## config.mk

```make
export PLATFORM = sky130hd
export DESIGN_NAME = drive_trip_monitor
export DESIGN_NICKNAME = d
export VERILOG_FILES = /design/src/trip_pkg.sv /design/src/drive_trip_monitor.sv /design/src/persist_timer.sv /design/src/ahb_slave.sv
export SDC_FILE = /design/constraint.sdc
export NUM_CORES = 1
export LEC_CHECK = 0
export BUFFER_PORTS_ARGS = -buffer_cell sky130_fd_sc_hd__buf_2
export CAP_MARGIN = 30
export CORE_ASPECT_RATIO = 1.25
export CORE_MARGIN = 2
export CORE_UTILIZATION = 55
export DETAILED_ROUTE_END_ITERATION = 10
export PLACE_DENSITY = 0.75
export SETUP_SLACK_MARGIN = 0.1
export SLEW_MARGIN = 20
export SYNTH_ARGS = -nofsm -noshare
export SYNTH_HDL_FRONTEND = slang
export SYNTH_SLANG_ARGS = --single-unit
```

## constraint.sdc

```tcl
create_clock -name hclk -period 11.7 [get_ports hclk]
set_input_delay 0.585 -clock hclk [delete_from_list [all_inputs] [get_ports hclk]]
set_output_delay 0.585 -clock hclk [all_outputs]
set_load 0.005 [all_outputs]
```

## src/trip_pkg.sv

```systemverilog
// Shared constants, register map and carrier types of the drive trip monitor.
package trip_pkg;

  // ========================================
  // Timing
  localparam longint unsigned CLK_HZ          = 40_000_000;
  localparam longint unsigned FOC_TIME_MS     = 10000;
  localparam longint unsigned HS_TIME_MS      = 500;
  localparam longint unsigned MOT_TIME_MS     = 5000;
  localparam longint unsigned AOV_TIME_MS     = 1000;
  localparam longint unsigned SPD_TIME_MS     = 125;
  localparam longint unsigned FOC_CYCLES      = CLK_HZ * FOC_TIME_MS / 1000;
  localparam longint unsigned HS_CYCLES       = CLK_HZ * HS_TIME_MS / 1000;
  localparam longint unsigned MOT_CYCLES      = CLK_HZ * MOT_TIME_MS / 1000;
  localparam longint unsigned AOV_CYCLES      = CLK_HZ * AOV_TIME_MS / 1000;
  localparam longint unsigned SPD_CYCLES      = CLK_HZ * SPD_TIME_MS / 1000;
  localparam int              TIMER_W         = 32;

  // ========================================
  // Trip indices, word positions and cause codes
  localparam int              IDX_FOC         = 0;
  localparam int              IDX_HS          = 1;
  localparam int              IDX_MOT         = 2;
  localparam int              IDX_AOV         = 3;
  localparam int              IDX_SPD         = 4;
  localparam int              IDX_ENC         = 5;
  localparam int              NUM_TIMED       = 5;
  localparam int              NUM_TRIPS       = 6;
  localparam int              WORD_LSB        = 2;
  localparam logic [3:0]      CAUSE_BASE      = 4'h2;
  localparam logic [3:0]      CAUSE_NONE      = 4'h0;

  // ========================================
  // Scaling: 100 % of a feedback equals PCT_FULL counts
  localparam logic [15:0]     PCT_FULL        = 16'h1000;
  localparam logic [19:0]     OVER_NUM        = 20'h0_000C;
  localparam logic [19:0]     OVER_DEN        = 20'h0_000A;
  localparam logic [19:0]     LOW_DEN         = 20'h0_000A;
  localparam logic [1:0]      SRC_ENCODER     = 2'h2;

  // ========================================
  // Register map (byte addresses) and reset values
  localparam logic [7:0]      OFS_CTRL        = 8'h00;
  localparam logic [7:0]      OFS_FIELD_CAL   = 8'h04;
  localparam logic [7:0]      OFS_ARM_RATED   = 8'h08;
  localparam logic [7:0]      OFS_MISMATCH    = 8'h0C;
  localparam logic [7:0]      OFS_TRIP_WORD   = 8'h10;
  localparam logic [7:0]      OFS_IRQ_STATUS  = 8'h14;
  localparam logic [7:0]      OFS_IRQ_MASK    = 8'h18;
  localparam logic [7:0]      OFS_CAUSE       = 8'h1C;
  localparam logic [7:0]      OFS_LIVE        = 8'h20;
  localparam int              CTRL_FW_BIT     = 0;
  localparam int              CTRL_SRC_LSB    = 1;
  localparam logic [2:0]      CTRL_RESET      = 3'h0;
  localparam logic [15:0]     FIELD_CAL_RESET = 16'h1000;
  localparam logic [15:0]     ARM_RATED_RESET = 16'h1000;
  localparam logic [15:0]     MISMATCH_RESET  = 16'h0800;

  // ========================================
  // Carriers
  typedef struct packed {
    logic        [15:0] field_current;
    logic        [15:0] armature_volts;
    logic signed [15:0] speed_fbk;
    logic signed [15:0] armature_fbk;
  } meas_t;

  typedef struct packed {
    logic field_current_mode;
    logic field_weak_region;
    logic heatsink_hot;
    logic motor_hot;
    logic encoder_present;
    logic speed_signal_present;
  } status_t;

  typedef struct packed {
    logic        en;
    logic [7:0]  addr;
    logic [31:0] data;
  } reg_wr_t;

endpackage

```

## src/drive_trip_monitor.sv

```systemverilog
// Drive protection monitor: alarm detection, persistence, trip latching.
//
// The AHB-Lite register port and the placing of the registers are this design's own decisions.
`timescale 1ns/1ps

// Overview of operation
// - Field over-current above 120% of calibration.
// - Field over-current only in current-control mode.
// - Field over-current trips after 10 s continuous.
// - Heat-sink over-temperature trips after 0.5 s continuous.
// - Heat-sink trip refuses restart until the heat-sink cools.
// - Motor over-temperature trips after 5 s continuous.
// - Motor trip refuses restart until the motor cools.
// - Armature over-voltage above 120% of rated volts.
// - Armature over-voltage trips after 1 s continuous.
// - Speed fault when feedbacks differ beyond alarm level.
// - Speed fault on opposite signs, both above 10%.
// - Speed fault below 10% in field weakening region.
// - Speed fault trips after 0.125 s continuous.
// - Encoder loss trips at once without speed signal.
// - A condition clearing early prevents its trip.
// - Trips reported as fixed bits of a 16-bit word.
// - A new trip shows its cause code at once, unless a lower-bit trip starts in the same cycle.
module drive_trip_monitor
#(
  parameter longint unsigned FOC_CYCLES = trip_pkg::FOC_CYCLES,
  parameter longint unsigned HS_CYCLES  = trip_pkg::HS_CYCLES,
  parameter longint unsigned MOT_CYCLES = trip_pkg::MOT_CYCLES,
  parameter longint unsigned AOV_CYCLES = trip_pkg::AOV_CYCLES,
  parameter longint unsigned SPD_CYCLES = trip_pkg::SPD_CYCLES
)
(
  // Clock and reset
  input  wire logic              hclk,
  input  wire logic              hresetn,
  // AHB-Lite register bus
  input  wire logic              hsel,
  input  wire logic [31:0]       haddr,
  input  wire logic [1:0]        htrans,
  input  wire logic              hwrite,
  input  wire logic [2:0]        hsize,
  input  wire logic              hready,
  input  wire logic [31:0]       hwdata,
  output logic                   hreadyout,
  output logic                   hresp,
  output logic [31:0]            hrdata,
  // Measurement front end
  input  wire trip_pkg::meas_t   meas,
  input  wire trip_pkg::status_t status,
  // Sequencer requests
  input  wire logic              trip_reset,
  input  wire logic              restart_req,
  // Sequencer and display outputs
  output logic [15:0]            active_trip_word,
  output logic [3:0]             trip_cause,
  output logic                   trip_event,
  output logic                   restart_grant,
  output logic                   restart_refused,
  output logic                   restart_inhibit,
  output logic                   irq
);

  // ========================================
  // Register bus
  localparam int NT = trip_pkg::NUM_TRIPS;
  logic [7:0]          rd_addr;
  logic [31:0]         rd_data;
  trip_pkg::reg_wr_t   reg_wr;

  ahb_slave u_bus
  (
    .hclk      (hclk),
    .hresetn   (hresetn),
    .hsel      (hsel),
    .haddr     (haddr),
    .htrans    (htrans),
    .hwrite    (hwrite),
    .hsize     (hsize),
    .hready    (hready),
    .hwdata    (hwdata),
    .hreadyout (hreadyout),
    .hresp     (hresp),
    .hrdata    (hrdata),
    .rd_addr   (rd_addr),
    .rd_data   (rd_data),
    .reg_wr    (reg_wr)
  );

  logic [2:0]    ctrl_q;
  logic [15:0]   field_cal_q;
  logic [15:0]   arm_rated_q;
  logic [15:0]   mismatch_alarm_level_q;
  logic [NT-1:0] irq_status_q;
  logic [NT-1:0] irq_status_d;
  logic [NT-1:0] irq_mask_q;
  logic          irq_q;
  logic          wr_ctrl;
  logic          wr_cal;
  logic          wr_rated;
  logic          wr_level;
  logic          wr_status;
  logic          wr_mask;
  logic          field_weakening_enable;
  logic [1:0]    speed_feedback_source;

  assign wr_ctrl   = reg_wr.en && (reg_wr.addr == trip_pkg::OFS_CTRL);
  assign wr_cal    = reg_wr.en && (reg_wr.addr == trip_pkg::OFS_FIELD_CAL);
  assign wr_rated  = reg_wr.en && (reg_wr.addr == trip_pkg::OFS_ARM_RATED);
  assign wr_level  = reg_wr.en && (reg_wr.addr == trip_pkg::OFS_MISMATCH);
  assign wr_status = reg_wr.en && (reg_wr.addr == trip_pkg::OFS_IRQ_STATUS);
  assign wr_mask   = reg_wr.en && (reg_wr.addr == trip_pkg::OFS_IRQ_MASK);
  assign field_weakening_enable = ctrl_q[trip_pkg::CTRL_FW_BIT];
  assign speed_feedback_source  = ctrl_q[trip_pkg::CTRL_SRC_LSB +: 2];

  always_ff @(posedge hclk or negedge hresetn)
  begin
    if (!hresetn)
    begin
      ctrl_q                 <= trip_pkg::CTRL_RESET;
      field_cal_q            <= trip_pkg::FIELD_CAL_RESET;
      arm_rated_q            <= trip_pkg::ARM_RATED_RESET;
      mismatch_alarm_level_q <= trip_pkg::MISMATCH_RESET;
      irq_mask_q             <= '0;
    end
    else
    begin
      if (wr_ctrl)
        ctrl_q <= reg_wr.data[2:0];
      if (wr_cal)
        field_cal_q <= reg_wr.data[15:0];
      if (wr_rated)
        arm_rated_q <= reg_wr.data[15:0];
      if (wr_level)
        mismatch_alarm_level_q <= reg_wr.data[15:0];
      if (wr_mask)
        irq_mask_q <= reg_wr.data[NT-1:0];
    end
  end

  // ========================================
  // Alarm conditions
  function automatic logic [15:0] mag16(input logic signed [15:0] v);
    mag16 = v[15] ? 16'(-v) : 16'(v);
  endfunction

  logic [19:0] fc_x10;
  logic [19:0] cal_x12;
  logic [19:0] av_x10;
  logic [19:0] rated_x12;
  logic [15:0] spd_mag;
  logic [15:0] arm_mag;
  logic [19:0] spd_x10;
  logic [19:0] arm_x10;
  logic [19:0] full20;
  logic signed [16:0] spd_diff;
  logic [16:0] diff_mag;
  logic        foc_cond;
  logic        aov_cond;
  logic        spd_mismatch;
  logic        spd_polarity;
  logic        spd_weak_low;
  logic        spd_cond;
  logic        enc_cond;
  logic [NT-1:0] cond;

  // Products keep full width so the 120 % test has no rounding error.
  assign fc_x10    = {4'h0, meas.field_current} * trip_pkg::OVER_DEN;
  assign cal_x12   = {4'h0, field_cal_q} * trip_pkg::OVER_NUM;
  assign av_x10    = {4'h0, meas.armature_volts} * trip_pkg::OVER_DEN;
  assign rated_x12 = {4'h0, arm_rated_q} * trip_pkg::OVER_NUM;
  assign foc_cond  = status.field_current_mode && (fc_x10 > cal_x12);
  assign aov_cond  = (av_x10 > rated_x12);

  assign spd_mag   = mag16(meas.speed_fbk);
  assign arm_mag   = mag16(meas.armature_fbk);
  assign spd_x10   = {4'h0, spd_mag} * trip_pkg::LOW_DEN;
  assign arm_x10   = {4'h0, arm_mag} * trip_pkg::LOW_DEN;
  assign full20    = {4'h0, trip_pkg::PCT_FULL};
  assign spd_diff  = {meas.speed_fbk[15], meas.speed_fbk}
                   - {meas.armature_fbk[15], meas.armature_fbk};
  assign diff_mag  = spd_diff[16] ? 17'(-spd_diff) : 17'(spd_diff);

  assign spd_mismatch = diff_mag > {1'b0, mismatch_alarm_level_q};
  assign spd_polarity = (meas.speed_fbk[15] != meas.armature_fbk[15])
                     && (spd_x10 > full20) && (arm_x10 > full20);
  assign spd_weak_low = field_weakening_enable && status.field_weak_region
                     && (spd_x10 < full20);
  assign spd_cond     = spd_mismatch || spd_polarity || spd_weak_low;

  assign enc_cond = !status.speed_signal_present
                 || ((speed_feedback_source == trip_pkg::SRC_ENCODER)
                     && !status.encoder_present);

  assign cond[trip_pkg::IDX_FOC] = foc_cond;
  assign cond[trip_pkg::IDX_HS]  = status.heatsink_hot;
  assign cond[trip_pkg::IDX_MOT] = status.motor_hot;
  assign cond[trip_pkg::IDX_AOV] = aov_cond;
  assign cond[trip_pkg::IDX_SPD] = spd_cond;
  assign cond[trip_pkg::IDX_ENC] = enc_cond;

  // ========================================
  // Persistence timers
  logic [trip_pkg::TIMER_W-1:0] limit [trip_pkg::NUM_TIMED];
  logic [NT-1:0]                set_vec;

  assign limit[trip_pkg::IDX_FOC] = 32'(FOC_CYCLES);
  assign limit[trip_pkg::IDX_HS]  = 32'(HS_CYCLES);
  assign limit[trip_pkg::IDX_MOT] = 32'(MOT_CYCLES);
  assign limit[trip_pkg::IDX_AOV] = 32'(AOV_CYCLES);
  assign limit[trip_pkg::IDX_SPD] = 32'(SPD_CYCLES);

  genvar gi;
  generate
    for (gi = 0; gi < trip_pkg::NUM_TIMED; gi++)
    begin : g_timer
      persist_timer u_timer
      (
        .hclk    (hclk),
        .hresetn (hresetn),
        .cond    (cond[gi]),
        .limit   (limit[gi]),
        .expired (set_vec[gi])
      );
    end
  endgenerate

  // Loss of speed signal leaves nothing to wait on, so it trips at once.
  assign set_vec[trip_pkg::IDX_ENC] = enc_cond;

  // ========================================
  // Trip latches, word and cause
  logic [NT-1:0] trip_q;
  logic [NT-1:0] trip_d;
  logic [NT-1:0] new_trip;
  logic [15:0]   word_d;
  logic [15:0]   word_q;
  logic [3:0]    cause_d;
  logic [3:0]    cause_q;
  logic          event_q;

  // A new set wins over a reset arriving in the same cycle.
  generate
    for (gi = 0; gi < NT; gi++)
    begin : g_latch
      assign trip_d[gi] = set_vec[gi]
                       || (trip_q[gi] && !(trip_reset && !cond[gi]));
    end
  endgenerate

  assign new_trip = trip_d & ~trip_q;
  assign word_d   = 16'(trip_d) << trip_pkg::WORD_LSB;

  always_comb
  begin
    cause_d = cause_q;
    for (int i = NT - 1; i >= 0; i--)
    begin
      if (new_trip[i])
        cause_d = trip_pkg::CAUSE_BASE + 4'(i);
    end
  end

  always_ff @(posedge hclk or negedge hresetn)
  begin
    if (!hresetn)
    begin
      trip_q  <= '0;
      word_q  <= 16'h0000;
      cause_q <= trip_pkg::CAUSE_NONE;
      event_q <= 1'b0;
    end
    else
    begin
      trip_q  <= trip_d;
      word_q  <= word_d;
      cause_q <= cause_d;
      event_q <= |new_trip;
    end
  end

  // ========================================
  // Restart hold-off
  logic hold_off;
  logic grant_q;
  logic refused_q;
  logic inhibit_q;

  assign hold_off = (trip_q[trip_pkg::IDX_HS] && status.heatsink_hot)
                 || (trip_q[trip_pkg::IDX_MOT] && status.motor_hot);

  always_ff @(posedge hclk or negedge hresetn)
  begin
    if (!hresetn)
    begin
      grant_q   <= 1'b0;
      refused_q <= 1'b0;
      inhibit_q <= 1'b0;
    end
    else
    begin
      grant_q   <= restart_req && !hold_off;
      refused_q <= restart_req && hold_off;
      inhibit_q <= hold_off;
    end
  end

  // ========================================
  // Interrupts and read-back
  // Write-one-to-clear; a trip in the clearing cycle stays recorded.
  assign irq_status_d = (irq_status_q
                         & ~({NT{wr_status}} & reg_wr.data[NT-1:0]))
                      | new_trip;

  always_ff @(posedge hclk or negedge hresetn)
  begin
    if (!hresetn)
    begin
      irq_status_q <= '0;
      irq_q        <= 1'b0;
    end
    else
    begin
      irq_status_q <= irq_status_d;
      irq_q        <= |(irq_status_d & irq_mask_q);
    end
  end

  logic [31:0] rd_ctrl;
  logic [31:0] rd_cal;
  logic [31:0] rd_rated;
  logic [31:0] rd_level;
  logic [31:0] rd_word;
  logic [31:0] rd_status;
  logic [31:0] rd_mask;
  logic [31:0] rd_cause;
  logic [31:0] rd_live;

  assign rd_ctrl   = {29'h0, ctrl_q};
  assign rd_cal    = {16'h0000, field_cal_q};
  assign rd_rated  = {16'h0000, arm_rated_q};
  assign rd_level  = {16'h0000, mismatch_alarm_level_q};
  assign rd_word   = {16'h0000, word_q};
  assign rd_status = {26'h0, irq_status_q};
  assign rd_mask   = {26'h0, irq_mask_q};
  assign rd_cause  = {28'h0, cause_q};
  assign rd_live   = {26'h0, cond};

  // Unmapped addresses read as zero with an OKAY response.
  assign rd_data =
      (rd_addr == trip_pkg::OFS_CTRL)       ? rd_ctrl   :
      (rd_addr == trip_pkg::OFS_FIELD_CAL)  ? rd_cal    :
      (rd_addr == trip_pkg::OFS_ARM_RATED)  ? rd_rated  :
      (rd_addr == trip_pkg::OFS_MISMATCH)   ? rd_level  :
      (rd_addr == trip_pkg::OFS_TRIP_WORD)  ? rd_word   :
      (rd_addr == trip_pkg::OFS_IRQ_STATUS) ? rd_status :
      (rd_addr == trip_pkg::OFS_IRQ_MASK)   ? rd_mask   :
      (rd_addr == trip_pkg::OFS_CAUSE)      ? rd_cause  :
      (rd_addr == trip_pkg::OFS_LIVE)       ? rd_live   :
      32'h0000_0000;

  assign active_trip_word = word_q;
  assign trip_cause       = cause_q;
  assign trip_event       = event_q;
  assign restart_grant    = grant_q;
  assign restart_refused  = refused_q;
  assign restart_inhibit  = inhibit_q;
  assign irq              = irq_q;

endmodule

```

## src/persist_timer.sv

```systemverilog
// Persistence timer: flags expiry once its condition has held for a count.
`timescale 1ns/1ps
module persist_timer
(
  // Clock and reset
  input  wire logic                           hclk,
  input  wire logic                           hresetn,
  // Condition and terminal count
  input  wire logic                           cond,
  input  wire logic [trip_pkg::TIMER_W-1:0]   limit,
  // Result
  output logic                                expired
);

  logic [trip_pkg::TIMER_W-1:0] count_q;
  logic [trip_pkg::TIMER_W-1:0] count_d;
  logic                         expired_q;
  logic                         at_end;

  // The count saturates so a held condition cannot wrap back to zero.
  assign at_end  = (count_q >= limit - 32'h0000_0001);
  assign count_d = !cond ? '0 : (at_end ? count_q : count_q + 32'h0000_0001);

  always_ff @(posedge hclk or negedge hresetn)
  begin
    if (!hresetn)
    begin
      count_q   <= '0;
      expired_q <= 1'b0;
    end
    else
    begin
      count_q   <= count_d;
      expired_q <= cond && at_end;
    end
  end

  assign expired = expired_q;

endmodule

```

## src/ahb_slave.sv

```systemverilog
// AHB-Lite slave front end: zero-wait answers and a registered write strobe.
`timescale 1ns/1ps
module ahb_slave
(
  // AHB-Lite bus
  input  wire logic          hclk,
  input  wire logic          hresetn,
  input  wire logic          hsel,
  input  wire logic [31:0]   haddr,
  input  wire logic [1:0]    htrans,
  input  wire logic          hwrite,
  input  wire logic [2:0]    hsize,
  input  wire logic          hready,
  input  wire logic [31:0]   hwdata,
  output logic               hreadyout,
  output logic               hresp,
  output logic [31:0]        hrdata,
  // Register file side
  output logic [7:0]         rd_addr,
  input  wire logic [31:0]   rd_data,
  output trip_pkg::reg_wr_t  reg_wr
);

  logic        take;
  logic        wr_pend_q;
  logic [7:0]  wr_addr_q;
  logic [31:0] hrdata_q;

  // Only whole words are mapped, so hsize is accepted but not decoded.
  assign take    = hsel && htrans[1] && hready;
  assign rd_addr = haddr[7:0];

  always_ff @(posedge hclk or negedge hresetn)
  begin
    if (!hresetn)
    begin
      wr_pend_q <= 1'b0;
      wr_addr_q <= 8'h00;
      hrdata_q  <= 32'h0000_0000;
    end
    else
    begin
      wr_pend_q <= take && hwrite;
      if (take && hwrite)
        wr_addr_q <= haddr[7:0];
      if (take && !hwrite)
        hrdata_q <= rd_data;
    end
  end

  assign hreadyout    = 1'b1;
  assign hresp        = 1'b0;
  assign hrdata       = hrdata_q;
  assign reg_wr.en    = wr_pend_q;
  assign reg_wr.addr  = wr_addr_q;
  assign reg_wr.data  = hwdata;

endmodule

```

Yosys cells after proc, flatten, opt, wreduce, memory -nomap -nowiden --
Cells that the tools add are included.
Operators by class: add/sub/neg operators 9, multipliers 6, order comparisons 11, equality and inequality tests 20, muxes and demuxes 28, bitwise logic cells 7, reductions and logical operators 68
Operators by type and width (count):
- 32-bit two-way mux | 10
- 32-bit by 1-bit adder with 32-bit output (second input constant) | 5
- 16-bit two-way mux | 6
- 16-bit by 3-bit multiplier with 19-bit output (second input constant) | 4
- 8-bit by 5-bit equality test with 1-bit output (second input constant) | 6
- 20-bit by 13-bit > comparator with 1-bit output (second input constant) | 2
- 20-bit > comparator | 2
- 1-bit logical AND | 37
- 16-bit by 2-bit multiplier with 18-bit output (second input constant) | 2
- 8-bit by 4-bit equality test with 1-bit output (second input constant) | 4
- 32-bit by 23-bit greater-or-equal comparator with 1-bit output (second input constant) | 1
- 32-bit by 25-bit greater-or-equal comparator with 1-bit output (second input constant) | 1
- 32-bit by 26-bit greater-or-equal comparator with 1-bit output (second input constant) | 1
- 32-bit by 28-bit greater-or-equal comparator with 1-bit output (second input constant) | 1
- 32-bit by 29-bit greater-or-equal comparator with 1-bit output (second input constant) | 1
- 16-bit negation | 2
- 6-bit bitwise AND | 4
- 4-bit two-way mux | 6
- 6-bit two-way mux | 4
- 20-bit by 13-bit < comparator with 1-bit output (second input constant) | 1
- 17-bit by 16-bit > comparator with 1-bit output | 1
- 17-bit two-way mux | 1
- 17-bit negation | 1
- 16-bit by 16-bit subtractor with 17-bit output | 1
- other kinds (13) | 45
Storage, ports and cells: bits in registers 284, input bits 146, output and inout port bits 59, logic and storage cells 175

Depth between registers and ports, before layout --
depth in word-level cells 20, mapped depth 24, gate-level depth less buffers 22

Modules after synthesis --
Synthesis repeated with hierarchy kept, for this count alone.
Second synthesis, totals: cell total of the unflattened synthesis 3252, area total of the unflattened synthesis 29181.7 µm²
Modules (own cells, without submodules):
- persist_timer (g_timer[0].u_timer ...) | instances 4, cells an instance 363, area each 3244.4 µm², seq. area each 825.8 µm²
- drive_trip_monitor | instances 1, cells an instance 1297, area each 11069.4 µm², seq. area each 1930.6 µm²
- persist_timer (g_timer[4].u_timer) | instances 1, cells an instance 371, area each 3141.8 µm², seq. area each 825.8 µm²
- ahb_slave | instances 1, cells an instance 132, area each 1993.2 µm², seq. area each 1026.0 µm²

Worst setup path before layout --
No wires, ideal clock.
path kind in2reg, from input port meas[16] in the netlist's numbering, to register word_q[6] (netlist: active_trip_word[6]), library setup time 0.126 ns, arrival 5.018 ns, required time 11.574 ns, path slack 6.556 ns, stages on the path 24, buffers on the path 2, cell sequence inv_1 > ha_1 > fa_1 > nor2b_1 > o31a_1 > o31ai_4 > o2111ai_1 > a21o_1 > a2111oi_2 > a21oi_1 > clkbuf_1 > mux2i_1 > ha_1 > nor2b_1 > o21a_1 > o21a_1 > o21a_1 > o21ai_0 > nand2b_1 > a211oi_1 > o221ai_2 > a41oi_4 > buf_6 > a31oi_1
On the way: word-level cells in the longest chain between the ends 13, elaborated cells on any way between the ends 19, classes of those cells add/sub (3); mul (1); order compare (3); mux (2); reduce/logical (10)
Ends and longest elaborated chain:
- start, declared | line drive_trip_monitor.sv:48 | input wire trip_pkg::meas_t meas,
- 16-bit negation | line drive_trip_monitor.sv:143 | mag16 = v[15] ? 16'(-v) : 16'(v);
- 16-bit two-way mux | line drive_trip_monitor.sv:143
- 16-bit by 3-bit multiplier with 19-bit output | line drive_trip_monitor.sv:176 | assign spd_x10 = {4'h0, spd_mag} * trip_pkg::LOW_DEN;
- 20-bit by 13-bit > comparator with 1-bit output | line drive_trip_monitor.sv:185 | && (spd_x10 > full20) && (arm_x10 > full20);
- 1-bit logical AND (2 in a row) | line drive_trip_monitor.sv:185
- 1-bit logical OR | line drive_trip_monitor.sv:188 | assign spd_cond = spd_mismatch || spd_polarity || spd_weak_low;
- 1-bit logical OR (*) | line drive_trip_monitor.sv:188
- 1-bit zero test (*) | line drive_trip_monitor.sv:246 | || (trip_q[gi] && !(trip_reset && !cond[gi]));
- 1-bit logical AND (*) | line drive_trip_monitor.sv:246
- 1-bit zero test (*) | line drive_trip_monitor.sv:246
- 1-bit logical AND (*) | line drive_trip_monitor.sv:246
- 1-bit logical OR (*) | line drive_trip_monitor.sv:246
- via trip_d[4] | line drive_trip_monitor.sv:233 | logic [NT-1:0] trip_d;
- end signal, assigned | line drive_trip_monitor.sv:275 | word_q <= word_d;
- end, declared | line drive_trip_monitor.sv:236 | logic [15:0] word_q;
The timed path passes the listed nets; every way through them passes the cells marked *. A chain may end at the register's enable or synchronous reset.

Worst setup path after layout --
Same ends and word-level chain as after synthesis.

==> results.toml <==
[status]
status = "completed"

[timing]
hold_viol_final = 0
period_minus_slack_ns = 5.32
worst_pin_slew_ns = 0.916
setup_viol = 0
setup_tns_ns = 0
rsz0062_at_grt = "false"
clock_skew_ns = 0.0292
fin_crit_sh = 0.455
slew_headroom = 0.389
drv_slew = 0
fmax_ghz = 0.188

[clock_network]
cts_tree = "built"
cts_resized = 0
clock-sinks = 267
h-tree-depth = 1
cts_hold_buffers = 0
insertion_delay_ns = 0.57
postCtsSetupRepairBufs = 0
cts_root_buf = "clkbuf_16"
clock_path_buffers = 3
clk_pin_slew_worst_paths_ns = 0.07
numCtsBuffers = 27

[setup_path]
critical_path_class = "input port to flip-flop"
cp_common_cell = "o21a_1"
crit_family = "compound AO/OA/AOI/OAI gates"
slowest_delay_ns = 0.41
cp.arrival_ns = 5.75
cp-end-kind = "flip-flop"
crit_buf_inv = 4
slowest_stage = "a41oi_4"
crit_fanout = 27
worst_ep_required_time_ns = 12.12
cp-start-kind = "input port"

[synthesis]
synth-edff-count = 0
synth-async-reset-ratio = 1.00
yosys.area.top_type = "dfrtp_1"
yosys_warnings = 0
synth_most_common_cell = "dfrtp_1"
synth_ff_type = "dfrtp_1"
postSynthAreaPerCell_sq_um = 8.98
yosys.cell_types.count = 82
netlist_instances = 2209
yosys-top-cells-area = "dfrtp_1 33%, ha_1 14%, xnor2_1 6.1%, nand2_1 3.6%, nor2_1 3.6%"
syn_area_sq_um = 19800
synth-seq-cells = 267
post_synth_most_frequent_cells = "264 x dfrtp_1, 222 x ha_1, 190 x nand2_1, 190 x nor2_1, 139 x xnor2_1"
seq_area_frac_synth = 0.337
synth_top_cell_area_share = 0.333

[grt]
antenna_found_initial = 0
grt_pass1_vias = 16200
grt_overflow = 0
grt_start_max_net_pins = 147
grt_use_total = 0.240
grt_pass1_wl_microns = 76600

[die]
dieArea_sq_um = 37600
core_area_sq_um = 35500
start_util = 0.560
fp.dieH_microns = 216
num_io_pins = 205
die_w_microns = 174
num_rows = 77

[detailed_routing]
routedWlPerCell_microns = 16.2
postRouteAntennaNets = 0
initialDrtViolationCount = 947
drcViolationCount = 0
vias = 16300
viasPerCell = 5.79
firstDrtPassIters = 5
finalWirelength_microns = 45600

[layout]
final_core_util = 0.615
drive_gt1_frac = 0.111
area_growth_pct = 9.95
instances_no_fill = 2817
n_fill_cell = 3080
nets = 2700
seqCellArea_sq_um = 6690
multi_input_area_sq_um = 12400

[run]
drv_cap = 0

[power_and_ir_drop]
intPower_w = 0.00186
peakVddDrop_mv = 0.108
p_clk_frac = 0.320
comb_power_share = 0.316
p_leak_nw = 10.4
power.share.sequential = 0.364
p_per_area_nw_per_um2 = 128
switching_share = 0.334
p_sw_w = 0.000933

[placement]
port_buffers = 131
place.gp.congestion = 0.913
dp_cells = 2767
post-dp-hpwl_microns = 34600

[hold_path]
min_path_type = "input port to asynchronous set/reset pin"
[registers in the layout (all words and copies together) (netlist names), 3 cells and up]
register                 flops
active_trip_word             6
arm_rated_q                 16
ctrl_q                       3
field_cal_q                 16
g_timer.u_timer.count_q    160
g_timer.u_timer.expired      5
irq_mask_q                   6
irq_status_q                 6
mismatch_alarm_level_q      16
trip_cause                   3
u_bus.hrdata                16
u_bus.wr_addr_q              8
[per-stage QoR]
stage	power (W)	cell area (sq um)	setup WS, ns	hold WS [ns]
3_3_place_gp	0.00186	20800	5.67	0.455
3_5_place_dp	0.00190	20800	5.51	0.467
6_report	0.00279	21800	6.38	0.0714
2_1_floorplan	0.00167	19900	6.56	0.289
5_1_grt	0.00296	21800	6.04	0.158
4_1_cts	0.00280	21800	6.09	0.142
[cells by family after synthesis]
logic type / after synthesis / synth area share
fa+ha+maj: 229 / 0.147
compound gates: 424 / 0.140
simple gates: 806 / 0.202
buf+inv: 206 / 0.0456
mux: 66 / 0.0359
flops: 267 / 0.337
other cells: 2 / 0.000378
xor+xnor: 209 / 0.0922
[cells in the final DEF (no fill, tap or decap), types with 32 or more instances in the layout]
| cell | Yosys | final |
|---|---|---|
| xor2_1 | 70 | 70 |
| and3_1 | 32 | 32 |
| and2_1 | 68 | 68 |
| inv_1 | 124 | 124 |
| nor4_1 | 39 | 39 |
| dfrtp_1 | 264 | 264 |
| nor2_1 | 190 | 189 |
| nand3_1 | 64 | 64 |
| ha_1 | 222 | 222 |
| xnor2_1 | 139 | 139 |
| nand2_1 | 190 | 190 |
| nand4_1 | 40 | 40 |
| mux2_2 | 42 | 42 |
| o21ai_0 | 113 | 113 |
| nor3_1 | 59 | 59 |
| buf_2 | 0 | 130 |
| a21oi_1 | 103 | 103 |
| a21o_1 | 39 | 39 |
[power by group through the flow]
| stage | combinational [W] | clock, W | sequential [W] |
|---|---|---|---|
| after floorplan | 0.000662 | 0 | 0.00101 |
| after global placement | 0.000828 | 0 | 0.00103 |
| after detailed placement | 0.000872 | 0 | 0.00103 |
| after CTS | 0.000879 | 0.000908 | 0.00102 |
| after global routing | 0.00100 | 0.000941 | 0.00102 |
| final | 0.000883 | 0.000893 | 0.00102 |
[layout make-up]
class / instances / area share
Multi-Input combinational cell: 1763 / 0.567
Sequential cell: 267 / 0.306
Clock buffer: 36 / 0.0362
Timing Repair Buffer: 142 / 0.0360
Tap cell: 474 / 0.0272
Inverter: 124 / 0.0213
Clock inverter: 10 / 0.00573
Antenna cell: 1 / 0.000115
[routing by layer]
layer / vias to the layer above / share of wire / GRT usage
li1: 8021 / - / -
met3: 92 / 0.038 / 0.0204
met2: 383 / 0.49 / 0.428
met5: - / 0 / 0
met4: 0 / 0.034 / 0.0938
met1: 7823 / 0.44 / 0.302
[path summary, 6_finish.rpt]
check                                   start                        endpoint  slack [ns]  cells after the start
min reg2reg                u_bus.wr_addr_q[0]              u_bus.wr_addr_q[0]        0.48                      2
max                                  meas[16]             active_trip_word[6]        6.38                     25
min                                   hresetn  g_timer[1].u_timer.count_q[14]        0.07                      1
min in group hclk                    haddr[0]              u_bus.wr_addr_q[0]        0.22                      3
max in group asynchronous             hresetn   g_timer[3].u_timer.count_q[7]       10.25                      2
max reg2reg                    field_cal_q[1]                 u_bus.hrdata[0]        6.66                     21
Note: power is estimated with default switching activity, not from simulation.
